==> config.mk <==
export PLATFORM = sky130hd
export DESIGN_NAME = aesf_event_status
export DESIGN_NICKNAME = d
export VERILOG_FILES = /design/src/logic/aesf_sticky_flags.v /design/src/logic/aesf_event_status.v
export VERILOG_INCLUDE_DIRS = /design/src /design/src/logic
export SDC_FILE = /design/constraint.sdc
export NUM_CORES = 1
export LEC_CHECK = 0
export BUFFER_PORTS_ARGS = -buffer_cell sky130_fd_sc_hd__buf_2
export CAP_MARGIN = 20
export CORE_MARGIN = 10
export CORE_UTILIZATION = 40
export DETAILED_ROUTE_END_ITERATION = 12
export PLACE_DENSITY = 0.8
export SETUP_SLACK_MARGIN = 0.05
export SYNTH_ARGS = -nofsm -noshare
export SYNTH_HDL_FRONTEND = slang
export SYNTH_SLANG_ARGS = --single-unit
export TNS_END_PERCENT = 1
==> constraint.sdc <==
create_clock -name mclk_in -period 1.3 [get_ports mclk_in]
set_clock_uncertainty 0.15 [all_clocks]
set_input_delay 0.13 -clock mclk_in [delete_from_list [all_inputs] [get_ports mclk_in]]
set_output_delay 0.13 -clock mclk_in [all_outputs]
set_load 0.05 [all_outputs]
==> src/logic/aesf_defs.vh <==
// Constants for the abnormal event status flags block
//----------------------------------------------------------------------
// What this block does
// - Bit 15 reads one whenever any of tx stop, jabber, underflow, rx desc miss, rx stop, rx watchdog, gp timer or fatal bus error is set.
// - Bit 13 sets on a bus parity error, a master abort or a target abort.
// - After a fatal bus error the block withdraws its permission for bus accesses.
// - Bit 11 sets when the general purpose timer expires.
// - Bit 9 sets when the receive watchdog times out.
// - Bit 8 sets when the receive machine enters its stop state.
// - A missing receive descriptor sets bit 7 and suspends reception.
// - Without a poll demand, a newly recognized frame resumes suspended reception.
// - Bit 6 sets each time a frame reception finishes.
// - Bit 5 sets when the transmit FIFO runs empty during transmission.
// - An underflow suspends transmission and writes bit 1 of the first descriptor status word.
// - Writing one to a flag clears it and writing zero leaves it alone.
// - The fatal error cause reads 000 parity, 001 master abort, 010 target abort.
//----------------------------------------------------------------------
`ifndef AESF_DEFS_VH
`define AESF_DEFS_VH

`define AESF_ADDR_W 8
`define AESF_OFF_RX_POLL 8'h10
`define AESF_OFF_EVENT_STATUS 8'h28
`define AESF_RESET_VALUE 32'h00000000

`define AESF_BIT_TX_STOPPED 1
`define AESF_BIT_TX_JABBER 3
`define AESF_BIT_TX_UNDERFLOW 5
`define AESF_BIT_RX_DONE 6
`define AESF_BIT_RX_DESC_UNAVAIL 7
`define AESF_BIT_RX_STOPPED 8
`define AESF_BIT_RX_WATCHDOG 9
`define AESF_BIT_GP_TIMER 11
`define AESF_BIT_FATAL_BUS 13
`define AESF_BIT_ABN_SUMMARY 15
`define AESF_CAUSE_LSB 23

`define AESF_FLAG_MASK 32'h00002BEA
`define AESF_ABN_MASK 32'h00002BAA
`define AESF_CAUSE_PARITY 3'h0
`define AESF_CAUSE_MASTER_ABORT 3'h1
`define AESF_CAUSE_TARGET_ABORT 3'h2
`define AESF_TX_DESC_UNDERFLOW 32'h00000002

`endif

==> src/logic/aesf_sticky_flags.v <==
// Row of sticky event flags with write-one-to-clear
`timescale 1ns/1ns
`default_nettype none

module aesf_sticky_flags #(
    parameter W = 32
) (
    // Clock and reset
    input wire mclk_in,
    input wire rst_in,
    input wire soft_reset_in,
    // Events and clears
    input wire [W-1:0] set_in,
    input wire [W-1:0] clr_in,
    // Flags
    output wire [W-1:0] flags_out
);

    reg [W-1:0] flags_ff;
    wire [W-1:0] nxt_flags;

    // Set wins over a clear in the same cycle
    assign nxt_flags = (flags_ff & ~clr_in) | set_in;

    always @(posedge mclk_in or posedge rst_in) begin
        if (rst_in) begin
            flags_ff <= {W{1'b0}};
        end else if (soft_reset_in) begin
            flags_ff <= {W{1'b0}};
        end else begin
            flags_ff <= nxt_flags;
        end
    end

    assign flags_out = flags_ff;

endmodule

`default_nettype wire

==> src/logic/aesf_event_status.v <==
// Abnormal event status register with bus-halt and rx/tx suspend control
//
// Decided for this implementation: the address map and the plain strobed port.
`timescale 1ns/1ns
`default_nettype none
`include "aesf_defs.vh"

module aesf_event_status (
    // Clock and reset
    input wire mclk_in,
    input wire rst_in,
    input wire soft_reset_in,
    // Register port
    input wire [`AESF_ADDR_W-1:0] reg_addr_in,
    input wire [31:0] reg_wdata_in,
    input wire reg_wr_in,
    input wire reg_rd_in,
    output wire [31:0] reg_rdata_out,
    // Transmit events
    input wire tx_stopped_in,
    input wire tx_jabber_expired_in,
    input wire tx_fifo_empty_in,
    input wire tx_sending_in,
    // Receive events
    input wire rx_frame_done_in,
    input wire rx_desc_miss_in,
    input wire rx_stop_enter_in,
    input wire rx_watchdog_expired_in,
    input wire rx_frame_recognized_in,
    // Timer and bus events
    input wire gp_timer_expired_in,
    input wire bus_parity_err_in,
    input wire bus_master_abort_in,
    input wire bus_target_abort_in,
    // Bus control
    output wire bus_access_ok_out,
    output wire parity_lock_out,
    // Receive control
    output wire rx_suspended_out,
    output wire rx_resume_out,
    output wire rx_fetch_desc_out,
    // Transmit control
    output wire tx_suspend_out,
    output wire tx_desc_status_wr_out,
    output wire [31:0] tx_desc_status_bits_out,
    // Summary
    output wire abnormal_summary_out
);

    //------------------------------------------------------------------
    // Register decode
    //------------------------------------------------------------------
    wire hit_status;
    wire hit_poll;
    wire clr_write;
    wire poll_write;
    wire fatal_event;
    wire underflow_event;
    wire [31:0] set_vec;
    wire [31:0] clr_vec;
    wire [31:0] flags;
    wire abnormal_summary;
    wire fbe_clear;

    // Full-width match; aliases of the two offsets are not decoded
    function addr_hit;
        input [`AESF_ADDR_W-1:0] addr;
        input [`AESF_ADDR_W-1:0] offset;
        begin
            addr_hit = (addr == offset);
        end
    endfunction

    assign hit_status = addr_hit(reg_addr_in, `AESF_OFF_EVENT_STATUS);
    assign hit_poll = addr_hit(reg_addr_in, `AESF_OFF_RX_POLL);
    assign clr_write = reg_wr_in & hit_status;
    assign poll_write = reg_wr_in & hit_poll;

    //------------------------------------------------------------------
    // Event capture
    //------------------------------------------------------------------
    assign fatal_event = bus_parity_err_in | bus_master_abort_in
        | bus_target_abort_in;
    assign underflow_event = tx_fifo_empty_in & tx_sending_in;

    assign set_vec = {
        18'h00000,
        fatal_event,
        1'b0,
        gp_timer_expired_in,
        1'b0,
        rx_watchdog_expired_in,
        rx_stop_enter_in,
        rx_desc_miss_in,
        rx_frame_done_in,
        underflow_event,
        1'b0,
        tx_jabber_expired_in,
        1'b0,
        tx_stopped_in,
        1'b0
    };

    // Only defined flag bits clear; reserved positions ignore writes
    assign clr_vec = clr_write ? (reg_wdata_in & `AESF_FLAG_MASK) : 32'h00000000;

    //------------------------------------------------------------------
    // Flag storage
    //------------------------------------------------------------------
    aesf_sticky_flags #(
        .W(32)
    ) u_flags (
        .mclk_in(mclk_in),
        .rst_in(rst_in),
        .soft_reset_in(soft_reset_in),
        .set_in(set_vec),
        .clr_in(clr_vec),
        .flags_out(flags)
    );

    //------------------------------------------------------------------
    // Abnormal summary
    //------------------------------------------------------------------
    // Summary follows the flags, so it drops once all are cleared
    assign abnormal_summary = |(flags & `AESF_ABN_MASK);

    //------------------------------------------------------------------
    // Fatal bus error cause and bus halt
    //------------------------------------------------------------------
    reg [2:0] cause_ff;
    reg [2:0] nxt_cause;
    reg bus_halt_ff;
    reg nxt_bus_halt;
    reg parity_lock_ff;
    reg nxt_parity_lock;

    assign fbe_clear = clr_write & reg_wdata_in[`AESF_BIT_FATAL_BUS];

    always @* begin
        nxt_cause = cause_ff;
        // First cause is kept while the flag stands; parity ranks highest
        if (fatal_event && !flags[`AESF_BIT_FATAL_BUS]) begin
            if (bus_parity_err_in) begin
                nxt_cause = `AESF_CAUSE_PARITY;
            end else if (bus_master_abort_in) begin
                nxt_cause = `AESF_CAUSE_MASTER_ABORT;
            end else begin
                nxt_cause = `AESF_CAUSE_TARGET_ABORT;
            end
        end
    end

    always @* begin
        nxt_parity_lock = parity_lock_ff | bus_parity_err_in;
        nxt_bus_halt = bus_halt_ff;
        if (fbe_clear) begin
            // Aborts recover on clear, parity does not
            nxt_bus_halt = parity_lock_ff;
        end
        if (fatal_event) begin
            nxt_bus_halt = 1'b1;
        end
    end

    always @(posedge mclk_in or posedge rst_in) begin
        if (rst_in) begin
            cause_ff <= `AESF_CAUSE_PARITY;
            bus_halt_ff <= 1'b0;
            parity_lock_ff <= 1'b0;
        end else if (soft_reset_in) begin
            cause_ff <= `AESF_CAUSE_PARITY;
            bus_halt_ff <= 1'b0;
            parity_lock_ff <= 1'b0;
        end else begin
            cause_ff <= nxt_cause;
            bus_halt_ff <= nxt_bus_halt;
            parity_lock_ff <= nxt_parity_lock;
        end
    end

    assign bus_access_ok_out = ~bus_halt_ff;
    assign parity_lock_out = parity_lock_ff;

    //------------------------------------------------------------------
    // Receive suspend and resume
    //------------------------------------------------------------------
    reg rx_susp_ff;
    reg nxt_rx_susp;
    reg rx_resume_ff;
    reg nxt_rx_resume;
    reg rx_fetch_ff;
    reg nxt_rx_fetch;

    always @* begin
        nxt_rx_susp = rx_susp_ff;
        nxt_rx_resume = 1'b0;
        // Device cannot see the own bit; a poll while suspended simply asks for a refetch
        nxt_rx_fetch = poll_write & rx_susp_ff;
        if (rx_susp_ff && (poll_write || rx_frame_recognized_in)) begin
            nxt_rx_susp = 1'b0;
            nxt_rx_resume = 1'b1;
        end
        if (rx_desc_miss_in) begin
            nxt_rx_susp = 1'b1;
            nxt_rx_resume = 1'b0;
        end
    end

    always @(posedge mclk_in or posedge rst_in) begin
        if (rst_in) begin
            rx_susp_ff <= 1'b0;
            rx_resume_ff <= 1'b0;
            rx_fetch_ff <= 1'b0;
        end else if (soft_reset_in) begin
            rx_susp_ff <= 1'b0;
            rx_resume_ff <= 1'b0;
            rx_fetch_ff <= 1'b0;
        end else begin
            rx_susp_ff <= nxt_rx_susp;
            rx_resume_ff <= nxt_rx_resume;
            rx_fetch_ff <= nxt_rx_fetch;
        end
    end

    assign rx_suspended_out = rx_susp_ff;
    assign rx_resume_out = rx_resume_ff;
    assign rx_fetch_desc_out = rx_fetch_ff;

    //------------------------------------------------------------------
    // Transmit underflow handling
    //------------------------------------------------------------------
    reg tx_susp_ff;
    reg nxt_tx_susp;
    reg tx_desc_wr_ff;
    reg [31:0] tx_desc_bits_ff;

    always @* begin
        nxt_tx_susp = tx_susp_ff;
        // Suspend ends when the transmit engine leaves its sending phase
        if (!tx_sending_in) begin
            nxt_tx_susp = 1'b0;
        end
        if (underflow_event) begin
            nxt_tx_susp = 1'b1;
        end
    end

    always @(posedge mclk_in or posedge rst_in) begin
        if (rst_in) begin
            tx_susp_ff <= 1'b0;
            tx_desc_wr_ff <= 1'b0;
            tx_desc_bits_ff <= 32'h00000000;
        end else if (soft_reset_in) begin
            tx_susp_ff <= 1'b0;
            tx_desc_wr_ff <= 1'b0;
            tx_desc_bits_ff <= 32'h00000000;
        end else begin
            tx_susp_ff <= nxt_tx_susp;
            tx_desc_wr_ff <= underflow_event;
            if (underflow_event) begin
                tx_desc_bits_ff <= `AESF_TX_DESC_UNDERFLOW;
            end
        end
    end

    assign tx_suspend_out = tx_susp_ff;
    assign tx_desc_status_wr_out = tx_desc_wr_ff;
    assign tx_desc_status_bits_out = tx_desc_bits_ff;

    //------------------------------------------------------------------
    // Read path
    //------------------------------------------------------------------
    reg [31:0] rdata_ff;
    reg [31:0] nxt_rdata;
    reg abn_ff;

    always @* begin
        nxt_rdata = rdata_ff;
        if (reg_rd_in) begin
            if (hit_status) begin
                nxt_rdata = flags & `AESF_FLAG_MASK;
                nxt_rdata[`AESF_BIT_ABN_SUMMARY] = abnormal_summary;
                nxt_rdata[`AESF_CAUSE_LSB+2:`AESF_CAUSE_LSB] = cause_ff;
            end else begin
                // Poll register and unmapped offsets read zero
                nxt_rdata = 32'h00000000;
            end
        end
    end

    always @(posedge mclk_in or posedge rst_in) begin
        if (rst_in) begin
            rdata_ff <= `AESF_RESET_VALUE;
            abn_ff <= 1'b0;
        end else begin
            rdata_ff <= nxt_rdata;
            abn_ff <= abnormal_summary;
        end
    end

    assign reg_rdata_out = rdata_ff;
    assign abnormal_summary_out = abn_ff;

endmodule

`default_nettype wire

# After elaboration in Yosys (flattened, before gate mapping)
# Cells that the tools add are included.
# op_classes
eq_ne	3
n_mux	24
bitwise	12
reduce_logical	9
# ops
operator	n
$mux W32	3
$and A32 B32 Y32	1
$not A14 Y32	1
$or A32 B14 Y32	1
$mux W26	1
$mux W1	15
$mux W14	1
$eq A8 B5 Y1 const B	1
$eq A8 B6 Y1 const B	1
$reduce_or A8 Y1	1
$mux W3	2
$reduce_bool A3 Y1	2
$and A1 B1 Y1	5
$mux W2	2
$reduce_bool A2 Y1	2
$ne A3 B2 Y1 const B	1
$or A1 B1 Y1	3
$logic_and A1 B1 Y1	2
$logic_not A1 Y1	1
$logic_or A1 B1 Y1	1
$not A1 Y1	1
# word_totals
output_inout_bits	72
elab_cells	60
regBits	107

# Logic depth before layout (Yosys ltp)
# depth
word_depth	7
mapped_depth	4

# Modules after synthesis
# Synthesis repeated with hierarchy kept, for this count alone.
# unflattened
cells_unflattened	273
hier_area_um2	2750.1
# modules_own_cells
module	cells_per_inst	seq_area_each_um2	area_per_inst_um2	n_inst
aesf_event_status	141	575.6	1431.4	1
aesf_sticky_flags	132	800.8	1318.8	1

# Worst setup path after synthesis
# Ideal clock, no wire load.
# synth_timing
kind	input-to-reg
startpoint	input port reg_addr_in[4]
endpoint	register rdata_ff[3] (netlist: reg_rdata_out[3])
arrival_time_ns	1.095
required_ns	1.083
setup_ns	0.067
path_slack_ns	-0.012
cell_stages	4
path_cell_list	or4_4 > nor3_4 > buf_6 > a22o_1
# synth_via
elab_chain_len	2
# synth_rtl
item	line_no	text
start: declaration	aesf_event_status.v:14	input wire [`AESF_ADDR_W-1:0] reg_addr_in,
$eq A8 B6 Y1	aesf_event_status.v:70	addr_hit = (addr == offset);
$mux W26	aesf_event_status.v:280	if (hit_status) begin
end signal: assignment	aesf_event_status.v:293	rdata_ff <= `AESF_RESET_VALUE;
end signal: assignment	aesf_event_status.v:296	rdata_ff <= nxt_rdata;
end: declaration	aesf_event_status.v:273	reg [31:0] rdata_ff;
# No other way between the ends.
# A chain may end at the register's enable or synchronous reset.

# Final worst setup path
# layout_timing
startpoint	register u_flags.flags_ff[11] (netlist: u_flags.flags_out[11])
endpoint	register rdata_ff[15] (netlist: reg_rdata_out[15])
# layout_via
elab_chain_len	2
# layout_rtl
item	line_no	text
start: declaration	aesf_sticky_flags.v:19	reg [W-1:0] flags_ff;
start signal: assignment	aesf_sticky_flags.v:27	flags_ff <= {W{1'b0}};
start signal: assignment	aesf_sticky_flags.v:29	flags_ff <= {W{1'b0}};
start signal: assignment	aesf_sticky_flags.v:31	flags_ff <= nxt_flags;
$reduce_or A8 Y1	aesf_event_status.v:125	assign abnormal_summary = |(flags & `AESF_ABN_MASK);
via abnormal_summary	aesf_event_status.v:62	wire abnormal_summary;
$mux W26	aesf_event_status.v:280	
# The timed path passes the listed nets, and every way through them passes these cells.

==> flow_metrics.env <==
export IMPL_outcome="complete, no violations"
export IMPL_hp_start="bus_target_abort_in"
export IMPL_yosys_cell_types_count=30
export IMPL_slew_violations=0
export IMPL_path_max_fanout=3
export IMPL_setup_viol=0
export IMPL_syn_instance_count=167
export IMPL_cp_end_kind="register"
export IMPL_synth_xor_area_share=0
export IMPL_muxShareOfSynthArea=0
export IMPL_r2r_end="reg_rdata_out[15]"
export IMPL_grt_usage=0.1335
export IMPL_wl_per_cell_um=16.31
export IMPL_syn_area_mm2=0.001725
export IMPL_clk_pin_slew_ns=0.06
export IMPL_regToRegSetupSlack_ns=0.02
export IMPL_stdcell_area_mm2=0.002327
export IMPL_p_per_area_mw_per_mm2=1044
export IMPL_overflow=0
export IMPL_clock_latency_ns=0.28
export IMPL_clkPwrFrac=0.287
export IMPL_max_freq_mhz=782.0
export IMPL_tns_ns=0
export IMPL_hpwl_mm=3.821
export IMPL_hold_ws_ns=0.009891
export IMPL_yosysSeqAreaShare=0.4641
export IMPL_diodes=0
export IMPL_largest_reg_flops=12
export IMPL_crit_arrival_ns=1.30
export IMPL_synth_compound_area_frac=0.1465
export IMPL_syn_area_per_cell_um2=10.33
export IMPL_dieArea_mm2=0.007340
export IMPL_drt_first_pass_iters=4
export IMPL_total_leakage_power_uw=0.001290
export IMPL_min_path_cells=3
export IMPL_power_share_sequential=0.435
export IMPL_row_count=23
export IMPL_yosysWarnings=0
export IMPL_grt_pass1_vias=1575
export IMPL_cts_tree="done"
export IMPL_hold_path_class="primary input to register"
export IMPL_p_switching_uw=869.6
export IMPL_vias_per_cell=4.621
export IMPL_crit_required_ns=1.32
export IMPL_place_congestion=0.7699
export IMPL_min_to="bus_halt_ff"
export IMPL_portBuffers=55
export IMPL_initial_core_util=0.4222
export IMPL_nFillCells=354
export IMPL_grt_pass1_wl_mm=7.790
export IMPL_drive_gt1_frac=0.3333
export IMPL_area_delta_synth_final_pct=34.88
export IMPL_r2r_cells=3
export IMPL_coreArea_mm2=0.004086
export IMPL_regToRegStartpoint="u_flags.flags_out[11]"
export IMPL_synth_adder_area_share=0
export IMPL_cts_path_max_buffers=2
export IMPL_fin_crit_ns=1.279
export IMPL_antenna_left=0
export IMPL_cts_buffers_inserted=5
export IMPL_nets=322
export IMPL_cts_sinks=32
export IMPL_pre_cts_ws_ns=-0.1863
export IMPL_ir_worst_vdd_uv=479.2
export IMPL_totalWireLength_mm=5.122
export IMPL_path_class="register to register"
export IMPL_dr_first_iter_drc_count=49
export IMPL_grt_max_degree=26
export IMPL_rsz0062_at_grt="yes"
export IMPL_layout_setup_ws_ns=0.02115
export IMPL_die_x_um=85.68
export IMPL_drc=0
export IMPL_swShare=0.3578
export IMPL_cap_viol_max_count=0
export IMPL_synth_top_family_by_area="buffers and inverters"
export IMPL_ios=130
export IMPL_htree_levels=2
export IMPL_hold_viol=0
export IMPL_start_kind="register"
export IMPL_vias=1451
export IMPL_ys_seq_elements=32
export IMPL_fp_dieH_um=85.68
export IMPL_min_period_over_period=0.9837
export IMPL_antenna_found_initial=0
export IMPL_p_int_uw=1561
export IMPL_synthSimpleGateAreaFrac=0.1247
export IMPL_placed_area_mm2=0.001996
export IMPL_pwr_share_comb=0.278
export IMPL_root_buffer="clkbuf_8"
export IMPL_final_util=0.5695
[worst max-delay path: stages, from the launching register on]
cell and delay [ns]:
dfrtp_1 0.41, nor4_2 0.31, nand2_1 0.11, a22o_1 0.19
[synth_stat cells]
master     instances  area, um2
nor3b_1            1      7.510
a21o_1             2      15.01
nand4bb_2          1      16.27
nand3_1            2      10.01
nor3_1             1      5.000
clkbuf_1           1      3.750
a31o_1             2      17.52
buf_6              1      11.26
a21oi_1            2      10.01
nor3_4             1      16.27
buf_4             51      382.9
or4_4              1      11.26
buf_2              2      10.01
nand2b_1           2      12.51
o22ai_1            2      12.51
dfrtp_1           32      800.8
o211a_1            1      10.01
nand4_1            1      6.260
nor4_1             4      25.02
a22o_1            12      105.1
and3_1             3      18.77
nor2_1            12      45.04
conb_1             1      3.750
nand2_1            4      15.01
a31oi_1            1      6.260
nor2b_1            1      6.260
nor4bb_1           2      20.02
o31ai_1            2      15.01
a311oi_1           7      61.31
inv_1             12      45.04
[worst max path at each step]
stage | startpoint | endpoint | slack (ns) | cells past startpoint
floorplan | reg_addr_in[4] | reg_rdata_out[3] | -0.01 | 4
global placement | reg_addr_in[4] | bus_halt_ff | -0.15 | 4
detailed placement | reg_addr_in[4] | reg_rdata_out[11] | -0.19 | 5
CTS | u_flags.flags_out[3] | reg_rdata_out[15] | 0.03 | 3
global route | u_flags.flags_out[11] | reg_rdata_out[15] | -0.03 | 3
finish | u_flags.flags_out[11] | reg_rdata_out[15] | 0.02 | 3
[metrics by stage]
stage,std cells,total power (uW)
floorplan,217,1648
global placement,284,1662
detailed placement,284,1672
CTS,312,2430
global route,314,2536
finish,314,2430
[metal layers]
metal / vias up / track usage / routed length, um
met5: - / 0 / 0
met4: 0 / 0.05539 / 88
met3: 8 / 0.05582 / 411
met2: 78 / 0.2343 / 2592
met1: 695 / 0.1364 / 2030
li1: 670 / - / -
[cell families (layout without fill, tap and decap cells)]
group	count (synthesis)	in the layout
flip-flops	32	32
other	1	51
AO/OA/AOI/OAI	31	31
AND/OR/NAND/NOR	36	36
buffers and inverters	67	114
[power groups by stage]
stage / Clock, uW / Combinational, uW / Sequential (uW)
5_1_grt: 761 / 715 / 1060
2_1_floorplan: 0 / 537 / 1110
4_1_cts: 722 / 651 / 1060
6_report: 697 / 676 / 1060
3_3_place_gp: 0 / 591 / 1070
3_5_place_dp: 0 / 600 / 1070
[cells in the final DEF, fill, tap and decap left out, drive strengths merged]
cell,Yosys,final
nor2b,1,1
nand4bb,1,1
a31oi,1,1
nor3,2,2
nand2b,2,2
a22o,12,12
dfrtp,32,32
or4,1,1
nor4,4,4
nand4,1,1
a21o,2,2
a21oi,2,2
conb,1,51
nor3b,1,1
a311oi,7,7
nor4bb,2,2
o22ai,2,2
dlygate4sd3,0,21
inv,12,12
buf,54,74
clkinv,0,1
clkbuf,1,6
o211a,1,1
nand2,4,4
a31o,2,2
o31ai,2,2
nand3,2,2
and3,3,3
nor2,12,12
[what timing repair did]
item | CTS | global route
hold buffers | 21 | 0
hold endpoints to repair | 45 | 0
pin swaps | 0 | 3
gates resized for setup | 2 | 5
setup buffers | 0 | 2
setup endpoints to repair | 2 | 7
[final cells by class]
| class | count | area [um2] | share of cell area |
|---|---|---|---|
| Multi-Input combinational cell | 118 | 683.2 | 0.2935 |
| Clock inverter | 1 | 5.005 | 0.002151 |
| Tap cell | 50 | 62.56 | 0.02688 |
| Timing Repair Buffer | 95 | 658.1 | 0.2828 |
| Sequential cell | 32 | 800.8 | 0.3441 |
| Clock buffer | 6 | 72.57 | 0.03118 |
| Inverter | 12 | 45.04 | 0.01935 |
Note: power is estimated with default switching activity, not from simulation.
